**src/hw/gpei_pkg.sv**
```systemverilog
package gpei_pkg;

  // ==========================================================================
  // Register byte offsets on the AXI4-Lite slave.
  localparam logic [7:0] GPEI_OFF_STATE  = 8'h00;
  localparam logic [7:0] GPEI_OFF_OUTLVL = 8'h04;
  localparam logic [7:0] GPEI_OFF_PINV   = 8'h08;
  localparam logic [7:0] GPEI_OFF_DIR    = 8'h0C;
  localparam logic [7:0] GPEI_OFF_IEN    = 8'h10;
  localparam logic [7:0] GPEI_OFF_STATUS = 8'h14;
  localparam logic [7:0] GPEI_OFF_RISE   = 8'h18;
  localparam logic [7:0] GPEI_OFF_FALL   = 8'h1C;
  localparam logic [7:0] GPEI_OFF_FILT   = 8'h20;
  localparam logic [7:0] GPEI_OFF_CLEAR  = 8'h24;
  localparam logic [7:0] GPEI_OFF_MASK   = 8'h28;

  // ==========================================================================
  // Values after reset.
  localparam logic [15:0] GPEI_RST_OUTLVL = 16'hFFFF;
  localparam logic [15:0] GPEI_RST_PINV   = 16'h0000;
  localparam logic [15:0] GPEI_RST_DIR    = 16'hFFFF;
  localparam logic [15:0] GPEI_RST_IEN    = 16'h0000;
  localparam logic [15:0] GPEI_RST_RISE   = 16'h0000;
  localparam logic [15:0] GPEI_RST_FALL   = 16'h0000;
  localparam logic [15:0] GPEI_RST_FILT   = 16'hFFFF;
  localparam logic [15:0] GPEI_RST_MASK   = 16'hFFFF;

  // AXI response codes.
  localparam logic [1:0] GPEI_RESP_OKAY   = 2'h0;
  localparam logic [1:0] GPEI_RESP_SLVERR = 2'h2;

  // ==========================================================================
  // Glitch filter timing: the new level must hold for more than the interval.
  localparam int unsigned GPEI_FILT_NS      = 1075;
  localparam int unsigned GPEI_CLK_PS       = 4000;
  localparam int unsigned GPEI_FILT_CYC_INT = (GPEI_FILT_NS * 1000 + GPEI_CLK_PS) / GPEI_CLK_PS;
  localparam logic [8:0]  GPEI_FILT_CYCLES  = GPEI_FILT_CYC_INT[8:0];

  // Register selector produced by the address decoder.
  typedef enum logic [3:0] {
    GPEI_REG_STATE  = 4'b0000,
    GPEI_REG_OUTLVL = 4'b0001,
    GPEI_REG_PINV   = 4'b0010,
    GPEI_REG_DIR    = 4'b0011,
    GPEI_REG_IEN    = 4'b0100,
    GPEI_REG_STATUS = 4'b0101,
    GPEI_REG_RISE   = 4'b0110,
    GPEI_REG_FALL   = 4'b0111,
    GPEI_REG_FILT   = 4'b1000,
    GPEI_REG_CLEAR  = 4'b1001,
    GPEI_REG_MASK   = 4'b1010,
    GPEI_REG_NONE   = 4'b1111
  } gpei_reg_e;

endpackage

```
**src/hw/gpei_top.sv**
```systemverilog
// Chosen here: the placing of the registers and register access over AXI4-Lite.
`timescale 1ns/10ps
// Contract
// - An input pin with its interrupt enable at 0 never raises an interrupt, and that is the reset state.
// - With both edge selects at 0, either transition sets the interrupt and a pin-state read clears it.
// - With both edge selects at 0, the interrupt also clears when the input returns to its level at the last read.
// - Rising select only, filter off, sets the interrupt only on a low-to-high transition.
// - Falling select only, filter off, sets the interrupt only on a high-to-low transition.
// - Both selects at 1, filter off, sets the interrupt on either transition.
// - When any edge select of an enabled pin is 1, only a pin-state read or a write of 1 to its bit of the clear register clears the interrupt.
// - Rising-only with filter counts a rise only if the input stays high for more than 1075ns.
// - Falling-only with filter counts a fall only if the input stays low for more than 1075ns.
// - Any-edge modes with filter count a transition only if the new level holds for more than 1075ns.
// - A pin whose direction bit is 0 (output) never raises an interrupt.
// - Direction bit 1 makes a pin an input and 0 an output, all pins inputs after reset.
// - A status register reports per pin which inputs raised an interrupt, bit n for pin n.
// - A pin-state read returns inputs, inverted where polarity bits are 1, and outputs' last written level.
module gpei_top (
  input  wire logic        i_core_clk, // Core clock, 250 MHz.
  input  wire logic        i_rst_n,    // Asynchronous reset, active low.
  input  wire logic [7:0]  i_awaddr,   // Write address.
  input  wire logic        i_awvalid,  // Write address valid.
  output logic             o_awready,  // Write address ready.
  input  wire logic [31:0] i_wdata,    // Write data.
  input  wire logic [3:0]  i_wstrb,    // Write byte strobes.
  input  wire logic        i_wvalid,   // Write data valid.
  output logic             o_wready,   // Write data ready.
  output logic [1:0]       o_bresp,    // Write response.
  output logic             o_bvalid,   // Write response valid.
  input  wire logic        i_bready,   // Write response ready.
  input  wire logic [7:0]  i_araddr,   // Read address.
  input  wire logic        i_arvalid,  // Read address valid.
  output logic             o_arready,  // Read address ready.
  output logic [31:0]      o_rdata,    // Read data.
  output logic [1:0]       o_rresp,    // Read response.
  output logic             o_rvalid,   // Read data valid.
  input  wire logic        i_rready,   // Read data ready.
  input  wire logic [15:0] i_pin,      // Pin input levels.
  output logic [15:0]      o_pin_out,  // Pin output levels.
  output logic [15:0]      o_pin_oe,   // Pin output enables, high while driven.
  output logic             o_irq_n     // Interrupt, active low.
);
  import gpei_pkg::*;

  typedef struct packed {
    logic [15:0] outlvl;
    logic [15:0] pinv;
    logic [15:0] dir;
    logic [15:0] ien;
    logic [15:0] rsel;
    logic [15:0] fsel;
    logic [15:0] fen;
    logic [15:0] mask;
    logic [15:0] status;
    logic [15:0] snap;
    logic [15:0] prev;
    logic        init;
    logic        awrdy;
    logic        wrdy;
    logic [7:0]  awaddr;
    logic [31:0] wdata;
    logic [3:0]  wstrb;
    logic        bvalid;
    logic [1:0]  bresp;
    logic        arrdy;
    logic        rvalid;
    logic [31:0] rdata;
    logic [1:0]  rresp;
    logic        irq_n;
    logic [15:0] pin_out;
    logic [15:0] pin_oe;
  } gpei_state_s;

  gpei_state_s r;
  gpei_state_s n;

  logic [15:0] raw_w;
  logic [15:0] lvl_w;
  logic [15:0] rise_v;
  logic [15:0] fall_v;
  logic [15:0] any_mode_v;
  logic [15:0] active_v;
  logic [15:0] set_v;
  logic [15:0] revert_v;
  logic [15:0] swclr_v;
  logic [15:0] clr_v;
  logic [15:0] state_v;
  logic [15:0] wmerge;
  logic        ar_hs;
  logic        st_rd;
  logic        wr_do;
  gpei_reg_e   rd_sel;
  gpei_reg_e   wr_sel;

  // ==========================================================================
  // Address decoder, shared by the read and the write paths.
  function automatic gpei_reg_e gpei_dec(input logic [7:0] a);
    gpei_reg_e s;
    if (a == GPEI_OFF_STATE) begin
      s = GPEI_REG_STATE;
    end else if (a == GPEI_OFF_OUTLVL) begin
      s = GPEI_REG_OUTLVL;
    end else if (a == GPEI_OFF_PINV) begin
      s = GPEI_REG_PINV;
    end else if (a == GPEI_OFF_DIR) begin
      s = GPEI_REG_DIR;
    end else if (a == GPEI_OFF_IEN) begin
      s = GPEI_REG_IEN;
    end else if (a == GPEI_OFF_STATUS) begin
      s = GPEI_REG_STATUS;
    end else if (a == GPEI_OFF_RISE) begin
      s = GPEI_REG_RISE;
    end else if (a == GPEI_OFF_FALL) begin
      s = GPEI_REG_FALL;
    end else if (a == GPEI_OFF_FILT) begin
      s = GPEI_REG_FILT;
    end else if (a == GPEI_OFF_CLEAR) begin
      s = GPEI_REG_CLEAR;
    end else if (a == GPEI_OFF_MASK) begin
      s = GPEI_REG_MASK;
    end else begin
      s = GPEI_REG_NONE;
    end
    return s;
  endfunction

  // Byte-lane merge of a 16-bit register with write data.
  function automatic logic [15:0] gpei_merge(input logic [15:0] old, input logic [31:0] wd,
                                             input logic [3:0] st);
    logic [15:0] m;
    m = old;
    if (st[0]) begin
      m[7:0] = wd[7:0];
    end
    if (st[1]) begin
      m[15:8] = wd[15:8];
    end
    return m;
  endfunction

  // ==========================================================================
  // One synchroniser and glitch filter per pin.
  for (genvar k = 0; k < 16; k++) begin : g_pin
    gpei_filter u_filter (
      .i_core_clk (i_core_clk),
      .i_rst_n    (i_rst_n),
      .i_pin      (i_pin[k]),
      .i_filt_en  (r.fen[k]),
      .o_raw      (raw_w[k]),
      .o_lvl      (lvl_w[k])
    );
  end

  // ==========================================================================
  // Edge detection and interrupt qualification per pin.
  assign rise_v     = {16{r.init}} & lvl_w & ~r.prev;
  assign fall_v     = {16{r.init}} & ~lvl_w & r.prev;
  assign any_mode_v = ~r.rsel & ~r.fsel;
  assign active_v   = r.dir & r.ien;
  // In any-edge mode an edge back to the level of the last read is a revert, not a new event.
  assign set_v      = active_v & ((any_mode_v & (rise_v | fall_v) & (lvl_w ^ r.snap)) |
                                  (r.rsel & rise_v) | (r.fsel & fall_v));
  assign revert_v   = active_v & any_mode_v & ~(lvl_w ^ r.snap) & {16{r.init}};
  assign state_v    = (r.dir & (raw_w ^ r.pinv)) | (~r.dir & r.outlvl);

  // Bus handshakes and decoded selects.
  assign ar_hs  = i_arvalid & r.arrdy;
  assign rd_sel = gpei_dec(i_araddr);
  assign st_rd  = ar_hs && (rd_sel == GPEI_REG_STATE);
  assign wr_do  = !r.awrdy && !r.wrdy && !r.bvalid;
  assign wr_sel = gpei_dec(r.awaddr);
  assign wmerge = gpei_merge(16'h0000, r.wdata, r.wstrb);
  assign swclr_v = (wr_do && wr_sel == GPEI_REG_CLEAR) ? wmerge : 16'h0000;
  assign clr_v  = {16{st_rd}} | revert_v | swclr_v;

  // ==========================================================================
  // Next-state logic: bus slave, configuration registers and interrupt status.
  always_comb begin
    n      = r;
    n.init = 1'b1;
    n.prev = lvl_w;
    if (!r.init) begin
      n.snap = lvl_w;
    end
    if (st_rd) begin
      n.snap = lvl_w;
    end
    // A new event wins over any clear in the same cycle.
    n.status = set_v | (r.status & ~clr_v);
    // Write address and data are taken in either order.
    if (i_awvalid && r.awrdy) begin
      n.awrdy  = 1'b0;
      n.awaddr = i_awaddr;
    end
    if (i_wvalid && r.wrdy) begin
      n.wrdy  = 1'b0;
      n.wdata = i_wdata;
      n.wstrb = i_wstrb;
    end
    if (wr_do) begin
      n.bvalid = 1'b1;
      n.bresp  = GPEI_RESP_OKAY;
      case (wr_sel)
        GPEI_REG_OUTLVL: n.outlvl = gpei_merge(r.outlvl, r.wdata, r.wstrb);
        GPEI_REG_PINV:   n.pinv   = gpei_merge(r.pinv, r.wdata, r.wstrb);
        GPEI_REG_DIR:    n.dir    = gpei_merge(r.dir, r.wdata, r.wstrb);
        GPEI_REG_IEN:    n.ien    = gpei_merge(r.ien, r.wdata, r.wstrb);
        GPEI_REG_RISE:   n.rsel   = gpei_merge(r.rsel, r.wdata, r.wstrb);
        GPEI_REG_FALL:   n.fsel   = gpei_merge(r.fsel, r.wdata, r.wstrb);
        GPEI_REG_FILT:   n.fen    = gpei_merge(r.fen, r.wdata, r.wstrb);
        GPEI_REG_MASK:   n.mask   = gpei_merge(r.mask, r.wdata, r.wstrb);
        GPEI_REG_NONE:   n.bresp  = GPEI_RESP_SLVERR;
        default:         n.bresp  = GPEI_RESP_OKAY;
      endcase
    end
    if (r.bvalid && i_bready) begin
      n.bvalid = 1'b0;
      n.awrdy  = 1'b1;
      n.wrdy   = 1'b1;
    end
    // Read path: one read at a time, data captured at the address handshake.
    if (ar_hs) begin
      n.arrdy  = 1'b0;
      n.rvalid = 1'b1;
      n.rresp  = GPEI_RESP_OKAY;
      n.rdata  = 32'h0000_0000;
      case (rd_sel)
        GPEI_REG_STATE:  n.rdata[15:0] = state_v;
        GPEI_REG_OUTLVL: n.rdata[15:0] = r.outlvl;
        GPEI_REG_PINV:   n.rdata[15:0] = r.pinv;
        GPEI_REG_DIR:    n.rdata[15:0] = r.dir;
        GPEI_REG_IEN:    n.rdata[15:0] = r.ien;
        GPEI_REG_STATUS: n.rdata[15:0] = r.status;
        GPEI_REG_RISE:   n.rdata[15:0] = r.rsel;
        GPEI_REG_FALL:   n.rdata[15:0] = r.fsel;
        GPEI_REG_FILT:   n.rdata[15:0] = r.fen;
        GPEI_REG_MASK:   n.rdata[15:0] = r.mask;
        GPEI_REG_NONE:   n.rresp       = GPEI_RESP_SLVERR;
        default:         n.rdata       = 32'h0000_0000;
      endcase
    end
    if (r.rvalid && i_rready) begin
      n.rvalid = 1'b0;
      n.arrdy  = 1'b1;
    end
    n.irq_n   = ~|(n.status & n.mask);
    n.pin_out = n.outlvl;
    n.pin_oe  = ~n.dir;
  end

  // State register with constant reset values.
  always_ff @(posedge i_core_clk or negedge i_rst_n) begin
    if (!i_rst_n) begin
      r         <= '0;
      r.outlvl  <= GPEI_RST_OUTLVL;
      r.pinv    <= GPEI_RST_PINV;
      r.dir     <= GPEI_RST_DIR;
      r.ien     <= GPEI_RST_IEN;
      r.rsel    <= GPEI_RST_RISE;
      r.fsel    <= GPEI_RST_FALL;
      r.fen     <= GPEI_RST_FILT;
      r.mask    <= GPEI_RST_MASK;
      r.awrdy   <= 1'b1;
      r.wrdy    <= 1'b1;
      r.arrdy   <= 1'b1;
      r.irq_n   <= 1'b1;
      r.pin_out <= GPEI_RST_OUTLVL;
      r.pin_oe  <= ~GPEI_RST_DIR;
    end else begin
      r <= n;
    end
  end

  // Outputs straight from the state register.
  assign o_awready = r.awrdy;
  assign o_wready  = r.wrdy;
  assign o_bresp   = r.bresp;
  assign o_bvalid  = r.bvalid;
  assign o_arready = r.arrdy;
  assign o_rdata   = r.rdata;
  assign o_rresp   = r.rresp;
  assign o_rvalid  = r.rvalid;
  assign o_pin_out = r.pin_out;
  assign o_pin_oe  = r.pin_oe;
  assign o_irq_n   = r.irq_n;
endmodule

```
**src/hw/gpei_filter.sv**
```systemverilog
`timescale 1ns/10ps
module gpei_filter (
  input  wire logic i_core_clk, // Core clock.
  input  wire logic i_rst_n,    // Asynchronous reset, active low.
  input  wire logic i_pin,      // Pin level.
  input  wire logic i_filt_en,  // Glitch filter enable.
  output logic      o_raw,      // Synchronised pin level.
  output logic      o_lvl       // Qualified level used for edge detection.
);
  import gpei_pkg::*;

  typedef struct packed {
    logic       sync1;
    logic       sync2;
    logic       filt;
    logic [8:0] cnt;
  } gpei_flt_s;

  gpei_flt_s r;
  gpei_flt_s n;

  // ==========================================================================
  // Synchroniser and filter counter; a change that does not last restarts the count.
  always_comb begin
    n       = r;
    n.sync1 = i_pin;
    n.sync2 = r.sync1;
    if (!i_filt_en) begin
      n.filt = r.sync2;
      n.cnt  = 9'h000;
    end else if (r.sync2 == r.filt) begin
      n.cnt = 9'h000;
    end else if (r.cnt == GPEI_FILT_CYCLES - 9'h001) begin
      n.filt = r.sync2;
      n.cnt  = 9'h000;
    end else begin
      n.cnt = r.cnt + 9'h001;
    end
  end

  // State register.
  always_ff @(posedge i_core_clk or negedge i_rst_n) begin
    if (!i_rst_n) begin
      r <= '0;
    end else begin
      r <= n;
    end
  end

  assign o_raw = r.sync2;
  assign o_lvl = r.filt;
endmodule

```
**config.mk**
```make
export PLATFORM = sky130hd
export DESIGN_NAME = gpei_top
export DESIGN_NICKNAME = d
export VERILOG_FILES = /design/src/hw/gpei_pkg.sv /design/src/hw/gpei_top.sv /design/src/hw/gpei_filter.sv
export SDC_FILE = /design/constraint.sdc
export NUM_CORES = 1
export LEC_CHECK = 0
export BUFFER_PORTS_ARGS = -buffer_cell sky130_fd_sc_hd__buf_2
export CAP_MARGIN = 10
export CORE_ASPECT_RATIO = 1.2
export CORE_UTILIZATION = 55
export DETAILED_ROUTE_END_ITERATION = 10
export HOLD_SLACK_MARGIN = 0.06
export PLACE_DENSITY = 0.74
export SLEW_MARGIN = 20
export SYNTH_ARGS = -nofsm -noshare
export SYNTH_HDL_FRONTEND = slang
export SYNTH_SLANG_ARGS = --single-unit
```
**constraint.sdc**
```tcl
create_clock -name i_core_clk -period 5.67 [get_ports i_core_clk]
set_input_delay 0 -clock i_core_clk [delete_from_list [all_inputs] [get_ports i_core_clk]]
set_output_delay 0 -clock i_core_clk [all_outputs]
set_load 0.03 [all_outputs]
```
==> qor.txt, run 1 <==
largest stage delay on the critical path -> 0.78 ns
Final min period -> 3.09 ns
max_cap viols -> 0
post-CTS sizing -> 0
dpl ws -> 2.59 ns
clock skew -> 0.0146 ns
R2R Path Start -> o_wready
Worst Hold Class -> input port to register
sequential share of the synthesized area -> 54.3%
worst endpoint required time -> 6.14 ns
Die Wd -> 177 um
leak pwr -> 10.0 nW
hold_sp -> i_pin[12]
row cnt -> 76
WHS Path Cells -> 2
outcome -> finished clean
CTS Sinks -> 435
DP Area -> 20800 um^2
fin crit share -> 54.5%
Synth cell types -> 58
Most used DFF post-synth -> dfrtp_1
fin area -> 22800 um^2
reg2reg path depth -> 6
TritonCTS clock tree -> built
Post-Syn Instances -> 1780
Area Overhead vs Synth -> 12.8%
PnR worst setup slack -> 2.58 ns
critical path's slowest cell -> nor4_4
Core Region -> 36000 um^2
Congestion Overflow GR -> 0
CP Launch Point -> o_wready
die area -> 37500 um^2
Crit Path Max Fanout -> 9
Pre-antenna DRT Iters -> 6
FF+latch count, synth -> 435
DR vias -> 13800
share of cells above drive strength 1 -> 23.7%
GRT Util Overall -> 25.2%
Power Density -> 345 nW/um^2
largest net degree at the start of global routing -> 195
DRC Markers -> 0
number of synthesized flops with an enable pin -> 0
post-synthesis area per instance -> 11.4 um^2
number of global-route vias before repair -> 13800
antenna viol nets, final -> 0
initial detailed-routing violation count -> 1136
Final Max Tran Viols -> 0
setup TNS -> 0 ns
vias per inst -> 5.77
IO Port Bufs -> 112
RSZ-0062 raised after global routing -> no
CTS H-tree depth -> 2
routed wire length per instance -> 19.3 um
Slew @ Worst Pin -> 1.21 ns
Startpoint Class -> register
# placed instances -> 2265
initial antenna violation count -> 2
Peak VDD IR -> 0.000307 V
CTS Buf Count -> 44
clock slew at reported path FFs -> 0.06 ns
Max-Slew Margin vs Limit -> 19.5%
Highest Clock Rate -> 323 MHz
clk_lat worst skew -> 0.55 ns
Starting Density -> 56.1%
Post-synth ARST share -> 100%
Nets -> 2006
Critical Path End Type -> register
Synth Warn # -> 0
Die H -> 212 um
Clock Path Buffers -> 3
Final setup viols -> 0
Layout Cells excl Fill -> 2402
mapped cell area -> 20200 um^2
final hold vios -> 0
final RePlAce weighted congestion -> 0.866
CP Class -> register to register
first-pass GRT wire length -> 73500 um
critical path cell sequence -> or3_1, nor4_4, mux2_2, o21a_1, a2111o_1, nor4_2
post-DP HPWL -> 29400 um
CP Data Arrival Time -> 3.56 ns
Total Wirelength -> 46300 um
Root Buffer -> clkbuf_16
IO Pins -> 149
==> worst max-delay path, delay by kind of cell, from the launching register on <==
family	cells	cell delay (ns)
and+or+nand+nor	3	1.66
muxes	1	0.43
AOI/OAI and AO/OA	2	0.54
DFF	1	0.38
==> report_power, final <==
part	switching, mW	internal, mW	total [mW]
combinational	0.582	0.491	1.07
sequential	0.496	3.51	4.01
clock	1.17	1.61	2.78
total	2.25	5.61	7.86
==> registers in the layout, summed over array words and instances (netlist names) <==
| register | cells |
|---|---|
| r | 187 |
| g_pin.u_filter.r | 144 |
| g_pin.u_filter.n | 16 |
| g_pin.u_filter.o_lvl | 16 |
| g_pin.u_filter.o_raw | 16 |
| o_pin_oe | 16 |
| o_pin_out | 16 |
| o_rdata | 16 |
| o_arready | 1 |
| o_awready | 1 |
| o_bresp | 1 |
| o_bvalid | 1 |
| o_irq_n | 1 |
| o_rresp | 1 |
| o_rvalid | 1 |
| o_wready | 1 |
==> metrics by stage <==
stage               total power [mW]  hold slack, ns  util (%)
floorplan                       4.72          -0.296         -
global placement                5.01         -0.0520      57.8
finish                          7.86          0.0905      63.3
global route                    8.20          0.0822      63.3
detailed placement              5.07         -0.0483      57.8
CTS                             7.89          0.0691      63.2
==> synthesized netlist by cell type (28+ instances only) <==
cell type,count,share of area (%)
mux2_2,167,9.3
xnor2_1,45,1.9
clkbuf_1,28,0.52
nand3_1,85,2.1
nand2_1,72,1.3
a22oi_1,30,1.1
nor2_1,174,3.2
ha_1,32,2.0
nor2b_1,55,1.7
dfstp_2,68,8.8
buf_4,69,2.6
o21ai_0,85,2.1
nand4_1,34,1.1
xor2_1,110,4.8
and3_1,35,1.1
inv_1,57,1.1
dfrtp_1,367,45
a21oi_1,38,0.94
==> placed cells by master, fill, tap and decap left out, drive strengths merged, types with 4 or more instances in the layout <==
cell type,instances
a211oi,15
nor2,174
ha,32
nor2b,55
xnor2,45
o21ai,86
nand4,34
nand3,85
clkbuf,73
a221oi,6
a21o,12
nor3,18
a22oi,30
xor2,110
inv,57
a21oi,38
o41ai,15
buf,121
and2,8
dfrtp,367
or4b,7
or2,16
nand2b,8
dlygate4sd3,54
nor4,9
and3,35
nand2,72
or3,6
nand3b,4
mux2i,16
a222oi,17
nand4b,11
conb,19
clkinv,5
nor4b,12
mux2,167
dfstp,68
==> metal layers <==
layer / GRT usage, % / wire (um) / vias to the layer above
met5: 0 / 10 / -
li1: - / - / 6393
met4: 12.3 / 2170 / 2
met2: 39.7 / 21800 / 413
met1: 33.6 / 19600 / 6880
met3: 4.52 / 2690 / 161
==> kinds of logic after synthesis <==
logic type	after synthesis	synth area share, %
and+or+nand+nor	562	14.7
DFF	435	54.3
AOI/OAI and AO/OA	235	7.58
muxes	183	10.1
buffers and inverters	176	4.63
xor gates and xnor gates	155	6.71
adders and majority gates	32	1.98
other	2	0.0371
==> cell type report <==
cell class / count / area, um^2
antenna: 1 / 2.50
clock buffer: 73 / 1300
clock inverter: 7 / 62.6
fill: 2756 / 13200
inverter: 57 / 214
multi-input combinational: 1186 / 8430
sequential: 435 / 11000
tap: 468 / 586
timing repair buffer: 175 / 1240
==> repair_timing <==
action                                 4_1_cts  5_1_grt
hold buffers                                55        0
endpoints found under the hold margin      106        0
buffers inserted                             0        0
==> worst paths after layout <==
| check | to | slack [ns] |
|---|---|---|
| min reg2reg | g_pin[8].u_filter.o_raw | 0.35 |
| max | o_irq_n | 2.58 |
| min | g_pin[12].u_filter.n[10] | 0.09 |
| max reg2reg | o_irq_n | 2.58 |
| min in group asynchronous | r[195] | 0.58 |
| max in group asynchronous | g_pin[4].u_filter.r[8] | 4.07 |
(Power assumes the default switching activity.)
==> inputs of run 2 (changes only) <==
- clock period: 5.67 -> 2.91 ns (I/O delays scaled with it)
==> run 2 against run 1 <==
  * Clock skew is 0.00088 ns lower
  * Non-clock buffer count is 38 higher
  * Setup slack worse by 2.4 ns
  * Sequential power is 95% higher
  * Register-to-register slack worse by 2.4 ns
  * Core utilization is 0.96 points higher
  * Critical endpoint unchanged
==> qor.txt, run 2 (synthesis gave the netlist of run 1 again) <==
post-layout power -> 15.7 mW (+99%)
first-pass GRT wire length -> 75600 um (+2.8%)
initial detailed-routing violation count -> 1111 (-2.2%)
IO Pins -> 149 (unchanged)
Core Region -> 36000 um^2 (unchanged)
met2 wire len -> 22300 um (+2.3%)
vias per inst -> 5.75 (-0.19%)
post-DP HPWL -> 31000 um (+5.3%)
Final setup viols -> 0 (unchanged)
fin crit share -> 92.9% (+38 points)
initial antenna violation count -> 1 (-1)
number of setup buffers added after CTS -> 0 (unchanged)
DR vias -> 14000 (+1.4%)
Total Wirelength -> 46600 um (+0.57%)
hold_sp -> i_pin[4]
final hold vios -> 0 (unchanged)
antenna viol nets, final -> 0 (unchanged)
most frequent cells in the layout -> dfrtp_1 (367), nor2_1 (174), mux2_2 (167), buf_2 (111), xor2_1 (110)
clock slew at reported path FFs -> 0.06 ns (about the same)
worst endpoint required time -> 3.37 ns (-2.77 ns)
number of global-route vias before repair -> 14400 (+4.5%)
met1 wire length -> 19200 um (-2.1%)
Peak VDD IR -> 0.000580 V (+89%)
leak pwr -> 10.2 nW (+2.1%)
dpl ws -> 0.0845 ns (-2.50 ns)
Crit Path Max Fanout -> 7 (-2)
Final min period -> 2.70 ns (-0.389 ns)
commonest non-fill, non-tap cell in the layout -> dfrtp_1
Root Buffer -> clkbuf_16
Worst Hold Class -> input port to register
Startpoint Class -> register
Highest Clock Rate -> 370 MHz (+14%)
share of cells above drive strength 1 -> 25.5% (+1.8 points)
outcome -> finished clean
R2R Path Start -> r[109]
GRT Util Overall -> 25.7% (+0.54 points)
max_cap viols -> 0 (unchanged)
Slew @ Worst Pin -> 0.723 ns (-0.484 ns)
clk_lat worst skew -> 0.55 ns (about the same)
# diodes -> 0 (-1)
CP Launch Point -> r[109]
Max-Slew Margin vs Limit -> 51.8% (+32 points)
TritonCTS clock tree -> built
CP Data Arrival Time -> 3.16 ns (-0.40 ns)
biggest regs -> r x187, g_pin.u_filter.r x144
CTS H-tree depth -> 2 (unchanged)
row cnt -> 76 (unchanged)
Pre-antenna DRT Iters -> 8 (+2)
Nets -> 2044 (+1.9%)
largest net degree at the start of global routing -> 87 (-55%)
Clock Path Buffers -> 3 (unchanged)
critical path cell sequence -> or4_4, nor4_4, mux2_2, o21a_1, a2111o_1, nor4_2
largest stage delay on the critical path -> 0.62 ns (-0.16 ns)
Top Layer Used -> met4
Die Wd -> 177 um (unchanged)
final RePlAce weighted congestion -> 0.873 (+0.73%)
CTS Sinks -> 435 (unchanged)
PnR worst setup slack -> 0.206 ns (-2.37 ns)
Congestion Overflow GR -> 0 (unchanged)
Final Max Tran Viols -> 0 (unchanged)
CTS Buf Count -> 44 (unchanged)
Starting Density -> 56.1% (unchanged)
Critical Path End Type -> register
clock skew -> 0.0137 ns (-0.000880 ns)
Power Density -> 677 nW/um^2 (+96%)
max reg flops -> 187 (unchanged)
Area Overhead vs Synth -> 14.5%
fill count -> 2702 (-2.0%)
routed wire length per instance -> 19.1 um (-0.96%)
die area -> 37500 um^2 (unchanged)
Die H -> 212 um (unchanged)
critical path's slowest cell -> or4_4
DRC Markers -> 0 (unchanged)
RSZ-0062 raised after global routing -> no
IO Port Bufs -> 112 (unchanged)
Largest Register -> r
CP Class -> register to register
setup TNS -> 0 ns (unchanged)
met3 wire len -> 3030 um (+13%)
[run 2: timing repair]
| action | 4_1_cts | 5_1_grt |
|---|---|---|
| endpoints found under the setup margin | 0 | 1 |
| hold buffers | 54 | 0 |
| endpoints found under the hold margin | 388 | 0 |
| gates resized for setup | 0 | 0 |
[run 2: path summary, 6_finish.rpt]
kind	cells past startpoint	end	slack, ns
max	6	o_irq_n	0.21
min	2	g_pin[4].u_filter.n[10]	0.09
min reg2reg	0	g_pin[15].u_filter.o_raw	0.35
min in group asynchronous	3	r[163]	0.57
max reg2reg	6	o_irq_n	0.21
max in group asynchronous	4	g_pin[12].u_filter.r[2]	1.21
[run 2: final cells by class]
cell class              count  area, um^2  area share, %
inverters                  57         214          0.924
clock inverters            15         183          0.789
clock buffers              65        1300           5.62
multi-input cells        1186        8390           36.2
well taps                 468         586           2.53
repair buffers            213        1510           6.54
flip-flops and latches    435       11000           47.4
[run 2: critical path, delay by kind of cell, from the launching register on]
family | cells | cell delay [ns]
and+or+nand+nor | 3 | 1.34
AOI/OAI and AO/OA | 2 | 0.50
muxes | 1 | 0.42
DFF | 1 | 0.37
[run 2: through the flow]
stage | util (%) | std cells | cell area, um^2 | hold slack (ns)
floorplan | - | 1797 | 20300 | -0.296
global placement | 58.6 | 2305 | 21100 | 0.0278
detailed placement | 58.6 | 2305 | 21100 | 0.0337
CTS | 64.2 | 2439 | 23200 | 0.0780
global route | 64.2 | 2439 | 23200 | 0.0915
finish | 64.2 | 2439 | 23200 | 0.0938
[run 2: report_power, final]
| group | internal (mW) | switching, mW |
|---|---|---|
| clock network | 3.45 | 2.30 |
| logic | 0.980 | 1.13 |
| registers | 6.84 | 0.973 |
| total | 11.3 | 4.40 |
[run 2: routing by layer]
layer	track usage, %	vias to the layer above
met3	5.06	127
met2	41.6	469
li1	-	6460
met5	0	-
met1	33.4	6980
met4	11.7	0
==> inputs of run 3 (changes only) <==
- PLACE_DENSITY: 0.74 -> 0.77
- clock period: 2.91 -> 2.3 ns (I/O delays scaled with it)
==> run 3 against run 2 <==
  * The run now ends with negative setup slack left
  * Non-clock buffer count rose by 64
  * Power increased by 28%
  * Core utilization rose by 2.3 points
  * Setup slack got worse by 0.46 ns
  * Clock power increased by 20%
==> qor.txt, run 3 (synthesis gave the netlist of run 1 again) <==
outcome -> complete, but fails checks
failing checks -> negative setup slack
RSZ-0062 raised after global routing -> yes
Reg2Reg Setup Slack -> -0.25 ns (-0.46 ns)
clock skew -> 0.00963 ns (-0.00410 ns)
initial antenna violation count -> 0 (-1)
largest net degree at the start of global routing -> 77 (-11%)
CP Launch Point -> o_wready
Sw Pwr -> 5.92 mW (+34%)
final hold vios -> 0 (unchanged)
Final Max Tran Viols -> 0 (unchanged)
Internal -> 14.2 mW (+26%)
Starting Density -> 56.1% (unchanged)
Sw Share -> 29.5% (+1.4 points)
CP Class -> register to register
Area Overhead vs Synth -> 18.7%
Max-Slew Margin vs Limit -> 56.7% (+4.9 points)
dpl ws -> -0.281 ns (-0.366 ns)
CTS Sinks -> 435 (unchanged)
max reg flops -> 187 (unchanged)
crit-path leading delay family -> simple AND/OR/NAND/NOR gates
Root Buffer -> clkbuf_16
Clock Path Buffers -> 3 (unchanged)
setup TNS -> -3.56 ns (-3.56 ns)
combinational fraction of design power -> 16.7% (+3.2 points)
WP depth -> 8 (+2)
commonest non-fill, non-tap cell in the layout -> dfrtp_1
vias per inst -> 5.85 (+1.7%)
Largest Register -> r
TritonCTS clock tree -> built
# diodes -> 0 (unchanged)
IO Port Bufs -> 112 (unchanged)
GRT Util Overall -> 26.9% (+1.2 points)
Slew @ Worst Pin -> 0.641 ns (-0.0819 ns)
CTS H-tree depth -> 2 (unchanged)
routed wire length per instance -> 19.8 um (+3.8%)
Layout Cells excl Fill -> 2502 (+2.6%)
biggest regs -> r x187, g_pin.u_filter.r x144
worst endpoint required time -> 2.77 ns (-0.60 ns)
Final min period -> 2.55 ns (-0.152 ns)
final RePlAce weighted congestion -> 0.919 (+5.4%)
# placed instances -> 2352 (+2.0%)
Total Wirelength -> 49600 um (+6.5%)
critical path's slowest cell -> a2111o_1
PnR worst setup slack -> -0.252 ns (-0.458 ns)
initial detailed-routing violation count -> 1347 (+21%)
R2R Path Start -> o_wready
Startpoint Class -> register
Core Region -> 36000 um^2 (unchanged)
sequential group share of total power -> 48.9% (-1.0 points)
fin crit share -> 111% (+18 points)
fill count -> 2552 (-5.6%)
Worst R2R End -> o_irq_n
DR vias -> 14600 (+4.3%)
clock slew at reported path FFs -> 0.07 ns (about the same)
largest stage delay on the critical path -> 0.43 ns (-0.19 ns)
Clk pwr share -> 34.4% (-2.3 points)
Critical Path End Type -> register
IO Pins -> 149 (unchanged)
Highest Clock Rate -> 392 MHz (+6.0%)
Crit Path Max Fanout -> 6 (-1)
post-DP HPWL -> 33000 um (+6.6%)
critical path cell sequence -> or3_1, buf_6, nor4_4, buf_6, mux2_4, o21a_1, a2111o_1, nor4_2
most frequent cells in the layout -> dfrtp_1 (367), nor2_1 (173), mux2_2 (163), buf_2 (111), xor2_1 (110)
max_cap viols -> 0 (unchanged)
Pre-antenna DRT Iters -> 8 (unchanged)
reg2reg path depth -> 8 (+2)
Crit path buffers/inverters -> 2 (+2)
antenna viol nets, final -> 0 (unchanged)
Power Density -> 836 nW/um^2 (+24%)
CP Capture Point -> o_irq_n
row cnt -> 76 (unchanged)
CTS Buf Count -> 43 (-2.3%)
clk_lat worst skew -> 0.55 ns (about the same)
DRC Markers -> 0 (unchanged)
Final setup viols -> 86 (+86)
Die H -> 212 um (unchanged)
Peak VDD IR -> 0.000625 V (+7.8%)
first-pass GRT wire length -> 79000 um (+4.5%)
critical path's most frequent cell -> buf_6
die area -> 37500 um^2 (unchanged)
Worst Hold Class -> input port to register
Congestion Overflow GR -> 0 (unchanged)
number of global-route vias before repair -> 15100 (+4.8%)
share of cells above drive strength 1 -> 28.7% (+3.2 points)
CP Data Arrival Time -> 3.02 ns (-0.14 ns)
Nets -> 2107 (+3.1%)
Die Wd -> 177 um (unchanged)
leak pwr -> 10.6 nW (+3.5%)
==> run 3: final cells by class <==
class                      instances  area (um^2)  share of cell area (%)
sequential                       435        11000                    45.7
tap                              468          586                    2.44
clock buffer                      65         1240                    5.17
clock inverter                    14          134                   0.558
inverter                          57          214                   0.892
timing repair buffer             277         2230                    9.31
multi-input combinational       1186         8620                    35.9
==> run 3: worst register-to-register path, stage by stage, from the launching register on <==
cell and delay, ns:
dfstp_2 0.37, or3_1 0.37, buf_6 0.14, nor4_4 0.27, buf_6 0.17, mux2_4 0.31
o21a_1 0.12, a2111o_1 0.43, nor4_2 0.27
==> run 3: power groups by stage <==
stage / Combinational (mW) / Clock (mW) / Sequential (mW)
floorplan: 2.31 / 0 / 9.35
global placement: 2.94 / 0 / 9.77
detailed placement: 3.03 / 0 / 9.83
CTS: 3.23 / 7.01 / 9.72
global route: 3.62 / 7.31 / 9.92
finish: 3.34 / 6.91 / 9.81
==> run 3: per-stage QoR <==
step	hold WS, ns	instance area (um^2)	power [mW]	util, %
floorplan	-0.296	20300	11.7	-
CTS	0.0687	23700	20.0	65.8
global placement	0.0407	21700	12.7	60.1
global route	0.0878	24000	20.8	66.6
detailed placement	0.0439	21700	12.9	60.1
finish	0.0798	24000	20.1	66.6
==> run 3: worst min path at each step <==
stage                      startpoint                       end  cells after the start
after floorplan               i_rst_n   g_pin[0].u_filter.n[10]                      0
after global placement        i_rst_n    g_pin[8].u_filter.r[7]                      1
after detailed placement      i_rst_n    g_pin[8].u_filter.r[5]                      1
after CTS                   i_pin[15]  g_pin[15].u_filter.n[10]                      2
after global routing         i_pin[3]   g_pin[3].u_filter.n[10]                      2
final                     i_araddr[4]                o_rresp[1]                      4
==> run 3: repair_timing <==
| action | CTS | global route |
|---|---|---|
| cloned | 0 | 1 |
| buffers inserted | 9 | 6 |
| gates resized for setup | 15 | 51 |
| setup endpoints to repair | 1 | 124 |
| hold buffers | 55 | 0 |
| pin swaps | 6 | 4 |
| endpoints found under the hold margin | 424 | 0 |
==> run 3: metal layers <==
layer / vias up / wire, um / part of all wire, % / GRT usage, %
met5: - / 0 / 0 / 0
met2: 603 / 23800 / 48 / 43.4
met1: 7265 / 19900 / 40 / 34.5
li1: 6587 / - / - / -
met4: 0 / 2810 / 5.7 / 15.3
met3: 191 / 3070 / 6.2 / 4.36
